--- config.mk ---
export PLATFORM = sky130hd
export DESIGN_NAME = ladder_scan_core
export DESIGN_NICKNAME = d
export VERILOG_FILES = /design/src/verilog/ladder_pkg.sv /design/src/verilog/ladder_scan_core.sv /design/src/verilog/contact_chain.sv /design/src/verilog/clear_mask_gen.sv
export VERILOG_INCLUDE_DIRS = /design/src /design/src/verilog
export SDC_FILE = /design/constraint.sdc
export NUM_CORES = 2
export LEC_CHECK = 0
export BUFFER_PORTS_ARGS = -buffer_cell sky130_fd_sc_hd__buf_2
export CAP_MARGIN = 0
export CORE_UTILIZATION = 55
export CTS_BUF_LIST = sky130_fd_sc_hd__clkbuf_8
export DETAILED_ROUTE_END_ITERATION = 12
export MAX_ROUTING_LAYER = met4
export PLACE_DENSITY = 0.74
export SLEW_MARGIN = 20
export SYNTH_ARGS = -nofsm -noshare
export SYNTH_HDL_FRONTEND = slang
export SYNTH_HIERARCHICAL = 1
export SYNTH_SLANG_ARGS = --single-unit
--- constraint.sdc ---
create_clock -name clk -period 6.46 [get_ports clk]
set_input_delay 0.646 -clock clk [delete_from_list [all_inputs] [get_ports clk]]
set_output_delay 0.646 -clock clk [all_outputs]
set_load 0.02 [all_outputs]
--- src/verilog/ladder_defines.svh ---
// Constants for the ladder rung evaluation core: operand map, rung word layout, clear masks
// Function
// - Output clear coil zeroes only the eight local and eight expansion outputs.
// - Marker clear coil zeroes only both sixteen-entry marker banks.
// - Combined clear coil zeroes all outputs and both marker banks together.
// - Clear acts on the rising result and for as long as it stays high.
// - Clear beats every other coil write, wherever the clear coil sits.
// - Each clear contact reads back its own clear coil state.
// - Make contact passes the operand value, break contact passes its inverse.
// - Coil stores 1 when energized, 0 otherwise; pins show stored states.
// - Negated contact delivers the inverse of its operand.
// - Negated coil stores the inverse of its rung result.
// - A rung holds at most three series contacts.
// - Series contacts combine by AND; break contacts in series give NOR.
// - Parallel rungs onto one coil combine by OR; break contacts give NAND.
// - Parallel count is bounded only by the rungs in the program store.
// - Crossed make/break pairs in parallel energize on exactly one input active.
// - Own contact parallel to start holds the coil until stop breaks the rung.
// - Rungs are evaluated and coils driven strictly top to bottom each scan.
// - Coil results reach contacts once driven; earlier rungs see them next scan.
`ifndef LADDER_DEFINES_SVH
`define LADDER_DEFINES_SVH

// ----------------------------------------------------------------
// Operand image map (6-bit contact and coil index)
// ----------------------------------------------------------------
`define IMG_W         64
`define IN_COUNT      8
`define IDX_IN        6'h00
`define IDX_Q         6'h08
`define IDX_S         6'h10
`define IDX_M         6'h18
`define IDX_N         6'h28
`define IDX_Z         6'h38
`define IDX_ONE       6'h3f
`define OUT_COUNT     8
`define MARK_COUNT    16
`define CLR_COUNT     3
`define IMG_RESET     64'h0000_0000_0000_0000

// ----------------------------------------------------------------
// Rung word layout
// ----------------------------------------------------------------
`define RUNG_W        33
`define CT_W          8
`define CT_SEL_LSB    0
`define CT_NEG_BIT    6
`define CT_USED_BIT   7
`define CT_FIELD_W    24
`define COIL_TGT_LSB  24
`define COIL_FN_LSB   30
`define COIL_PAR_BIT  32
`define RUNG_COUNT    32
`define RUNG_AW       5
`define LAST_RUNG     5'h1f
`define FIRST_RUNG    5'h00

// ----------------------------------------------------------------
// Clear target masks over the image
// ----------------------------------------------------------------
`define MASK_OUTPUTS  64'h0000_0000_00ff_ff00
`define MASK_MARKERS  64'h00ff_ffff_ff00_0000
`define MASK_NONE     64'h0000_0000_0000_0000

`endif

--- src/verilog/ladder_pkg.sv ---
// Types shared by the ladder rung evaluation core
`default_nettype none
package ladder_pkg;

  typedef enum logic [1:0] {
    COIL_NORMAL,
    COIL_NEGATED,
    COIL_SET,
    COIL_RESET
  } coil_fn_t;

  typedef enum logic [1:0] {
    SCAN_LATCH,
    SCAN_RUN,
    SCAN_COMMIT
  } scan_state_t;

endpackage
`default_nettype wire

--- src/verilog/ladder_scan_core.sv ---
// Cyclic ladder rung evaluation core with master clear
`timescale 1ns/1ps
`default_nettype none
`include "ladder_defines.svh"
module ladder_scan_core
  import ladder_pkg::*;
(
  input  wire logic                   clk,
  input  wire logic                   reset,
  input  wire logic [`IN_COUNT-1:0]   input_terminals,
  input  wire logic                   prog_we,
  input  wire logic [`RUNG_AW-1:0]    prog_addr,
  input  wire logic [`RUNG_W-1:0]     prog_data,
  output logic [`OUT_COUNT-1:0]       local_relay_outputs,
  output logic [`OUT_COUNT-1:0]       expansion_outputs,
  output logic [`MARK_COUNT-1:0]      first_marker_bank,
  output logic [`MARK_COUNT-1:0]      second_marker_bank,
  output logic [`CLR_COUNT-1:0]       clear_contacts,
  output logic                        scan_done
);

  // ----------------------------------------------------------------
  // Program store and scan state
  // ----------------------------------------------------------------
  logic [`RUNG_W-1:0]  program_store [0:`RUNG_COUNT-1];
  scan_state_t         state;
  logic [`RUNG_AW-1:0] rung;
  logic [`IMG_W-1:0]   image;
  logic                acc;
  logic [`RUNG_W-1:0]  word;
  logic                conducts;
  logic                result;
  logic [5:0]          target;
  coil_fn_t            coil_fn;
  logic                parallel;
  logic [`IMG_W-1:0]   clear_mask;
  logic [`IMG_W-1:0]   cleared_image;

  // Program may be rewritten at any time; a rung changed mid-scan
  // takes effect from the point the scan reaches it.
  always_ff @(posedge clk) begin
    if (prog_we) begin
      program_store[prog_addr] <= prog_data;
    end
  end

  always_comb begin
    word     = program_store[rung];
    target   = word[`COIL_TGT_LSB +: 6];
    coil_fn  = coil_fn_t'(word[`COIL_FN_LSB +: 2]);
    parallel = word[`COIL_PAR_BIT];
  end

  contact_chain u_chain (
    .image    (image),
    .contacts (word[`CT_FIELD_W-1:0]),
    .conducts (conducts)
  );

  clear_mask_gen u_clear (
    .clear_coils (image[`IDX_Z +: `CLR_COUNT]),
    .mask        (clear_mask)
  );

  // parallel rungs OR with the accumulated branches
  always_comb begin
    result = acc | conducts;
  end

  // One cleared word feeds both image and pins, so they agree after every commit
  always_comb begin
    cleared_image = image & ~clear_mask;
  end

  // ----------------------------------------------------------------
  // Scan sequencer
  // ----------------------------------------------------------------
  // one rung per clock, top to bottom
  always_ff @(posedge clk or posedge reset) begin
    if (reset) begin
      state <= SCAN_LATCH;
      rung  <= `FIRST_RUNG;
    end else begin
      unique case (state)
        SCAN_LATCH: begin
          state <= SCAN_RUN;
          rung  <= `FIRST_RUNG;
        end
        SCAN_RUN: begin
          if (rung == `LAST_RUNG) begin
            state <= SCAN_COMMIT;
          end
          rung <= rung + 5'h01;
        end
        SCAN_COMMIT: begin
          state <= SCAN_LATCH;
        end
        // Unused state code falls back to a fresh scan
        default: begin
          state <= SCAN_LATCH;
        end
      endcase
    end
  end

  // branch accumulator spans any number of rungs marked parallel
  always_ff @(posedge clk or posedge reset) begin
    if (reset) begin
      acc <= 1'b0;
    end else if (state != SCAN_RUN) begin
      acc <= 1'b0;
    end else begin
      acc <= parallel ? result : 1'b0;
    end
  end

  // ----------------------------------------------------------------
  // Operand image
  // ----------------------------------------------------------------
  // Coils write straight into the image, so later rungs of the same
  // scan already see them while earlier rungs only see them next scan.
  always_ff @(posedge clk or posedge reset) begin
    if (reset) begin
      image <= `IMG_RESET;
    end else begin
      unique case (state)
        SCAN_LATCH: begin
          image[`IDX_IN +: `IN_COUNT] <= input_terminals;
          image[`IDX_ONE]             <= 1'b1;
        end
        SCAN_RUN: begin
          // coil result goes live in the image once driven
          if (!parallel && target != `IDX_ONE) begin
            unique case (coil_fn)
              COIL_NORMAL:  image[target] <= result;
              COIL_NEGATED: image[target] <= !result;
              COIL_SET: begin
                if (result) begin
                  image[target] <= 1'b1;
                end
              end
              // reset written later wins over an earlier set
              COIL_RESET: begin
                if (result) begin
                  image[target] <= 1'b0;
                end
              end
            endcase
          end
        end
        SCAN_COMMIT: begin
          // clear applied once per scan at commit, repeated each scan while coil stays high
          image <= cleared_image;
        end
      endcase
    end
  end

  // ----------------------------------------------------------------
  // Output pins, refreshed once per scan
  // ----------------------------------------------------------------
  // Pins only change after the clear has been merged, so a cleared
  // output never glitches high for a scan.
  always_ff @(posedge clk or posedge reset) begin
    if (reset) begin
      local_relay_outputs <= '0;
      expansion_outputs   <= '0;
      first_marker_bank   <= '0;
      second_marker_bank  <= '0;
      clear_contacts      <= '0;
    end else if (state == SCAN_COMMIT) begin
      local_relay_outputs <= cleared_image[`IDX_Q +: `OUT_COUNT];
      expansion_outputs   <= cleared_image[`IDX_S +: `OUT_COUNT];
      first_marker_bank   <= cleared_image[`IDX_M +: `MARK_COUNT];
      second_marker_bank  <= cleared_image[`IDX_N +: `MARK_COUNT];
      // clear contacts follow their own coils
      clear_contacts      <= image[`IDX_Z +: `CLR_COUNT];
    end
  end

  always_ff @(posedge clk or posedge reset) begin
    if (reset) begin
      scan_done <= 1'b0;
    end else begin
      scan_done <= (state == SCAN_COMMIT);
    end
  end

  // ----------------------------------------------------------------
  // Assertions
  // ----------------------------------------------------------------
  property p_clear_outputs;
    @(posedge clk) disable iff (reset)
      (state == SCAN_COMMIT && image[`IDX_Z]) |=> (local_relay_outputs == '0 && expansion_outputs == '0);
  endproperty
  a_clear_outputs: assert property (p_clear_outputs) else $error("output clear left an output set");

  property p_clear_markers;
    @(posedge clk) disable iff (reset)
      (state == SCAN_COMMIT && image[`IDX_Z + 6'h01]) |=> (first_marker_bank == '0 && second_marker_bank == '0);
  endproperty
  a_clear_markers: assert property (p_clear_markers) else $error("marker clear left a marker set");

  property p_clear_markers_only;
    @(posedge clk) disable iff (reset)
      (state == SCAN_COMMIT && image[`IDX_Z +: `CLR_COUNT] == 3'h2)
        |=> (local_relay_outputs == $past(image[`IDX_Q +: `OUT_COUNT]));
  endproperty
  a_clear_markers_only: assert property (p_clear_markers_only) else $error("marker clear touched outputs");

  property p_clear_all;
    @(posedge clk) disable iff (reset)
      (state == SCAN_COMMIT && image[`IDX_Z + 6'h02])
        |=> (local_relay_outputs == '0 && expansion_outputs == '0 &&
             first_marker_bank == '0 && second_marker_bank == '0);
  endproperty
  a_clear_all: assert property (p_clear_all) else $error("combined clear left a target set");

  property p_clear_held;
    @(posedge clk) disable iff (reset)
      clear_contacts[0] |-> (local_relay_outputs == '0);
  endproperty
  a_clear_held: assert property (p_clear_held) else $error("outputs set while clear held");

  property p_contact_follows;
    @(posedge clk) disable iff (reset)
      (state == SCAN_COMMIT) |=> (clear_contacts == $past(image[`IDX_Z +: `CLR_COUNT]));
  endproperty
  a_contact_follows: assert property (p_contact_follows) else $error("clear contact differs from coil");

  property p_normal_coil;
    @(posedge clk) disable iff (reset)
      (state == SCAN_RUN && !parallel && coil_fn == COIL_NORMAL && target != `IDX_ONE)
        |=> (image[$past(target)] == $past(result));
  endproperty
  a_normal_coil: assert property (p_normal_coil) else $error("coil did not store rung result");

  property p_negated_coil;
    @(posedge clk) disable iff (reset)
      (state == SCAN_RUN && !parallel && coil_fn == COIL_NEGATED && target != `IDX_ONE)
        |=> (image[$past(target)] == !$past(result));
  endproperty
  a_negated_coil: assert property (p_negated_coil) else $error("negated coil stored wrong level");

  property p_parallel_or;
    @(posedge clk) disable iff (reset)
      (state == SCAN_RUN && parallel && conducts) |=> acc;
  endproperty
  a_parallel_or: assert property (p_parallel_or) else $error("parallel branch lost");

  property p_top_down;
    @(posedge clk) disable iff (reset)
      (state == SCAN_RUN && rung != `LAST_RUNG) |=> (state == SCAN_RUN && rung == $past(rung) + 5'h01);
  endproperty
  a_top_down: assert property (p_top_down) else $error("rung order broken");

  property p_scan_bounded;
    @(posedge clk) disable iff (reset)
      (state == SCAN_LATCH) |-> ##[1:40] scan_done;
  endproperty
  a_scan_bounded: assert property (p_scan_bounded) else $error("scan did not complete");

  // Output clear must leave both marker banks alone
  property p_clear_outputs_only;
    @(posedge clk) disable iff (reset)
      (state == SCAN_COMMIT && image[`IDX_Z +: `CLR_COUNT] == 3'h1)
        |=> (first_marker_bank == $past(image[`IDX_M +: `MARK_COUNT]) &&
             second_marker_bank == $past(image[`IDX_N +: `MARK_COUNT]));
  endproperty
  a_clear_outputs_only: assert property (p_clear_outputs_only) else $error("output clear hit markers");

  // Retained coils keep the cleared level into the next scan
  property p_out_cleared;
    @(posedge clk) disable iff (reset)
      (state == SCAN_COMMIT && (image[`IDX_Z] || image[`IDX_Z + 6'h02]))
        |=> (image[`IDX_Q +: `OUT_COUNT] == '0 && image[`IDX_S +: `OUT_COUNT] == '0);
  endproperty
  a_out_cleared: assert property (p_out_cleared) else $error("output revived after clear");

  property p_mark_cleared;
    @(posedge clk) disable iff (reset)
      (state == SCAN_COMMIT && (image[`IDX_Z + 6'h01] || image[`IDX_Z + 6'h02]))
        |=> (image[`IDX_M +: `MARK_COUNT] == '0 && image[`IDX_N +: `MARK_COUNT] == '0);
  endproperty
  a_mark_cleared: assert property (p_mark_cleared) else $error("marker revived after clear");

  property p_set_coil;
    @(posedge clk) disable iff (reset)
      (state == SCAN_RUN && !parallel && coil_fn == COIL_SET && result && target != `IDX_ONE)
        |=> image[$past(target)];
  endproperty
  a_set_coil: assert property (p_set_coil) else $error("set coil did not store 1");

  property p_reset_coil;
    @(posedge clk) disable iff (reset)
      (state == SCAN_RUN && !parallel && coil_fn == COIL_RESET && result && target != `IDX_ONE)
        |=> !image[$past(target)];
  endproperty
  a_reset_coil: assert property (p_reset_coil) else $error("reset coil did not store 0");

  property p_retained_hold;
    @(posedge clk) disable iff (reset)
      (state == SCAN_RUN && !parallel && (coil_fn == COIL_SET || coil_fn == COIL_RESET) && !result)
        |=> (image[$past(target)] == $past(image[target]));
  endproperty
  a_retained_hold: assert property (p_retained_hold) else $error("idle retained coil changed");

  property p_parallel_no_write;
    @(posedge clk) disable iff (reset)
      (state == SCAN_RUN && parallel) |=> (image[$past(target)] == $past(image[target]));
  endproperty
  a_parallel_no_write: assert property (p_parallel_no_write) else $error("parallel rung wrote a coil");

  property p_branch_drop;
    @(posedge clk) disable iff (reset)
      (state == SCAN_RUN && !parallel) |=> !acc;
  endproperty
  a_branch_drop: assert property (p_branch_drop) else $error("branch carried past its coil");

  property p_inputs_latched;
    @(posedge clk) disable iff (reset)
      (state == SCAN_LATCH) |=> (image[`IDX_IN +: `IN_COUNT] == $past(input_terminals));
  endproperty
  a_inputs_latched: assert property (p_inputs_latched) else $error("inputs not latched at scan start");

  // Pins may only move at the end of a scan
  property p_pins_stand;
    @(posedge clk) disable iff (reset)
      (state != SCAN_COMMIT)
        |=> ($stable(local_relay_outputs) && $stable(expansion_outputs) &&
             $stable(first_marker_bank) && $stable(second_marker_bank));
  endproperty
  a_pins_stand: assert property (p_pins_stand) else $error("pins moved inside a scan");

  property p_done_pulse;
    @(posedge clk) disable iff (reset)
      scan_done |=> !scan_done;
  endproperty
  a_done_pulse: assert property (p_done_pulse) else $error("scan end pulse too long");

  c_output_clear: cover property (@(posedge clk) disable iff (reset) clear_contacts[0]);
  c_marker_clear: cover property (@(posedge clk) disable iff (reset) clear_contacts[1]);
  c_parallel:     cover property (@(posedge clk) disable iff (reset) state == SCAN_RUN && parallel && conducts);
  c_outputs_on:   cover property (@(posedge clk) disable iff (reset) local_relay_outputs != '0);
  c_all_clear:    cover property (@(posedge clk) disable iff (reset) clear_contacts[2]);

endmodule
`default_nettype wire

--- src/verilog/contact_chain.sv ---
// Series evaluation of the three contact fields of one rung
`timescale 1ns/1ps
`default_nettype none
`include "ladder_defines.svh"
module contact_chain
  import ladder_pkg::*;
(
  input  wire logic [`IMG_W-1:0]      image,
  input  wire logic [`CT_FIELD_W-1:0] contacts,
  output logic                        conducts
);

  // One contact: unused field is a plain wire
  function automatic logic contact_pass(input logic [`IMG_W-1:0] img, input logic [`CT_W-1:0] ct);
    logic bit_val;
    bit_val = img[ct[`CT_SEL_LSB +: 6]];
    contact_pass = !ct[`CT_USED_BIT] || (bit_val ^ ct[`CT_NEG_BIT]);
  endfunction

  always_comb begin
    conducts = contact_pass(image, contacts[0 +: `CT_W]) &
               contact_pass(image, contacts[`CT_W +: `CT_W]) &
               contact_pass(image, contacts[2*`CT_W +: `CT_W]);
  end

endmodule
`default_nettype wire

--- src/verilog/clear_mask_gen.sv ---
// Target set of the three master clear coils
`timescale 1ns/1ps
`default_nettype none
`include "ladder_defines.svh"
module clear_mask_gen
  import ladder_pkg::*;
(
  input  wire logic [`CLR_COUNT-1:0] clear_coils,
  output logic [`IMG_W-1:0]          mask
);

  always_comb begin
    mask = `MASK_NONE;
    if (clear_coils[0]) begin
      mask = mask | `MASK_OUTPUTS;
    end
    if (clear_coils[1]) begin
      mask = mask | `MASK_MARKERS;
    end
    if (clear_coils[2]) begin
      mask = mask | `MASK_OUTPUTS | `MASK_MARKERS;
    end
  end

endmodule
`default_nettype wire

==> metrics.md <==
| Metric | Value |
|---|---|
| Nets | 2731 |
| Routed Antenna Nets | 0 |
| Worst-path fanout max | 15 |
| Slew headroom | 27.5% |
| GPL Wtd Cong | 0.962 |
| Die width | 299 µm |
| Fin crit period | 6.13 ns |
| FF-to-FF Start | rung[0] |
| PostCTS Resize Cnt | 0 |
| Crit path arrival time | 6.85 ns |
| Largest net degree at the start of global routing | 106 |
| Final Power | 14.6 mW |
| Max incr delay on CP | 0.67 ns |
| Total track usage | 28.8% |
| Share of the synthesized area in the top cell type | 65.3% |
| Top FF cell, synth | edfxtp_1 |
| Util after Layout | 61.8% |
| Slew Viols, Final | 0 |
| Mapped cell area | 0.0485 mm² |
| Clock Skew | 0.0501 ns |
| Starting Density | 55.7% |
| Maximum clock frequency | 163 MHz |
| Crit-path cells | buf_4 > mux4_2 > mux4_2 > mux2_2 > mux4_2 > mux2i_1 > o22ai_1 > nor4_1 > a31oi_1 > xnor2_1 > a221oi_2 > nor2_1 > a311oi_1 > o22ai_2 > nor3_4 > nand3_1 > o211ai_1 |
| Number of synthesized flops with an enable pin | 1056 |
| Distinct cell type count after synthesis | 64 |
| Total leakage power | 17.8 nW |
| Avg Vias per Cell | 6.60 |
| Yosys reg bits | 1180 |
| Worst Max-Slew Pin Slew | 1.09 ns |
| Top cells by area, synth | edfxtp_1, mux4_2, dfrtp_1, o21ai_0, buf_4 |
| CP endpoint kind | register |
| Dpl hpwl | 68.2 mm |
| Req. time, crit path | 7.18 ns |
| Share of layout cells above drive strength 1 | 30.5% |
| First-pass GRT wire length | 179 mm |
| Full die area | 0.0895 mm² |
| H-tree depth | 4 |
| Worst Hold Class | in -> reg |
| Most instantiated cells after synthesis | edfxtp_1, mux4_2, nand2_1, dfrtp_1, o21ai_0 |
| Part of the Yosys area used for sequential elements | 71.7% |
| Layout area overhead | 10.9% |
| Final Cycle Share | 94.9% |
| Peak VDD IR | 0.193 mV |
| Worst-Skew Late Latency | 0.86 ns |
| Clock slew seen by the registers of the worst setup and hold paths | 0.06 ns |
| Initial antenna violation count | 9 |
| Final setup violation count | 0 |
| Worst hold slack | 0.133 ns |
| Multi-input combinational cell area | 0.0127 mm² |
| Post-DP Area | 0.0504 mm² |
| Hold Path Origin | input_terminals[0] |
| CTS tree | built |
| Cell row count | 108 |
| Setup TNS | 0 ns |
| Seq. cell area | 0.0348 mm² |
| Vias | 26400 |
| Worst setup path class | reg -> reg |
| Maximum clock insertion buffer count | 3 |
| DRC viols | 0 |
| Status | finished, final reports clean |
| Vias in the first global route | 26600 |
| Routed Wire Length | 124 mm |
| Worst setup SP type | register |
| CTS buffer count | 180 |
| Synthesized instance count | 2508 |
| Final instance area | 0.0539 mm² |
| CP max stage cell | dfrtp_4 |
| Post-synth ARST share | 10.5% |
| RSZ-0062 raised after global routing | no |
| Gr ovfl total | 0 |
| Post-synthesis area per instance | 19.4 µm² |
| Max-cap violations | 0 |
| Most frequent cell after synthesis | edfxtp_1 |
| Power Density | 272 mW/mm² |
| First DRT Iteration DRCs | 3512 |
| Die height | 299 µm |
| Wirelength per Cell | 31.0 µm |
| IO Pins | 101 |
| IO Port Bufs | 100 |
| CTS Sinks | 1180 |
| Core ar. | 0.0872 mm² |
| Critical path's most frequent cell | mux4_2 |
| Fillers | 5953 |
| Critical path origin | rung[0] |
| Yosys top cell by area | edfxtp_1 |
| Endpoints failing hold | 0 |
| DR pass1 iterations | 8 |
| Warnings, synthesis | 6 |
| Root buf cell | clkbuf_8 |
==> worst paths after layout <==
path / end / slack (ns) / cells past startpoint
worst max-delay path: image[49] / 0.33 / 17
worst min-delay path: image[0] / 0.13 / 3
worst max register to register: image[49] / 0.33 / 17
worst min register to register: clear_contacts[0] / 0.52 / 1
max in group asynchronous: local_relay_outputs[4] / 4.57 / 4
min in group asynchronous: rung[0] / 0.57 / 3
==> flip-flops by register name (all words and copies together) (netlist names) <==
| register | cells |
|---|---|
| program_store | 1056 |
| image | 64 |
| first_marker_bank | 16 |
| second_marker_bank | 16 |
| expansion_outputs | 8 |
| local_relay_outputs | 8 |
| rung | 5 |
| clear_contacts | 3 |
| state | 2 |
| acc | 1 |
| scan_done | 1 |
==> power by group <==
part | internal [mW] | leakage [nW] | switching, mW
Sequential | 8.41 | 11.2 | 0.0457
Combinational | 0.0821 | 4.66 | 0.231
Clock | 2.92 | 1.97 | 2.96
==> metal layers <==
layer / vias to the layer above / share of wire [%] / global-route usage [%]
met4: 0 / 3.0 / 9.86
met1: 13800 / 38 / 38.7
met2: 1683 / 49 / 44.5
met3: 277 / 10 / 6.10
li1: 10600 / - / -
met5: - / 0 / -
==> per-stage QoR <==
step | setup WS (ns) | instances
after detailed placement | 0.368 | 3647
after global placement | 0.486 | 3647
after global routing | 0.000153 | 3989
after CTS | 0.315 | 3981
final | 0.331 | 3990
after floorplan | 0.0705 | 2523
==> kinds of logic (layout without fill, tap and decap cells) <==
logic type | count (synthesis) | in the layout | synth area share (%)
buffers and inverters | 269 | 574 | 2.74
flip-flops | 1180 | 1180 | 71.7
other | 1 | 23 | 0.00772
adder cells (fa/ha/maj) | 5 | 5 | 0.129
XOR/XNOR | 4 | 4 | 0.0722
AO/OA/AOI/OAI | 282 | 282 | 3.64
AND/OR/NAND/NOR | 333 | 333 | 3.39
multiplexers | 434 | 434 | 18.3
==> timing repair <==
action / 4_1_cts / 5_1_grt
setup endpoints to repair: 0 / 18
buffers inserted: 0 / 1
hold buffers: 1 / 0
hold endpoints to repair: 21 / 0
==> layout make-up <==
cell class / instances / share of cell area [%]
Antenna cell: 7 / 0.0325
Timing Repair Buffer: 181 / 2.23
Multi-Input combinational cell: 1074 / 23.6
Inverter: 60 / 0.423
Tap cell: 1155 / 2.68
Sequential cell: 1180 / 64.7
Clock inverter: 141 / 1.46
Clock buffer: 192 / 4.91
==> worst max-delay path: cells and delay by family, from the launching register on <==
kind	cells	cell delay, ns
mux	5	2.24
compound gates	6	1.52
simple gates	4	1.04
flops	1	0.67
buf+inv	1	0.34
xor+xnor	1	0.16
==> cells in the final DEF, fill, tap and decap left out, types with 6 or more instances in the layout <==
master | netlist | final
nor2_4 | 0 | 32
nor3_1 | 24 | 24
nand3_1 | 24 | 24
nand4_1 | 7 | 7
nor2b_1 | 10 | 10
clkinv_2 | 0 | 25
edfxtp_1 | 1056 | 1056
nor2_1 | 66 | 34
nand2_1 | 130 | 130
diode_2 | 0 | 7
inv_1 | 60 | 111
a211oi_1 | 10 | 10
buf_4 | 67 | 73
conb_1 | 1 | 16
nand3b_1 | 29 | 29
clkbuf_8 | 0 | 192
mux2i_1 | 37 | 37
dfrtp_1 | 124 | 119
o31a_1 | 24 | 24
mux2_2 | 39 | 39
o22ai_1 | 57 | 57
clkinv_1 | 0 | 47
o31ai_1 | 10 | 10
buf_2 | 27 | 100
mux4_2 | 354 | 354
a21oi_1 | 29 | 29
o211ai_1 | 8 | 8
or3b_2 | 6 | 6
o21ai_0 | 108 | 108
a22oi_1 | 7 | 7
inv_12 | 0 | 6
No activity file was read; power rests on OpenSTA's default activity.
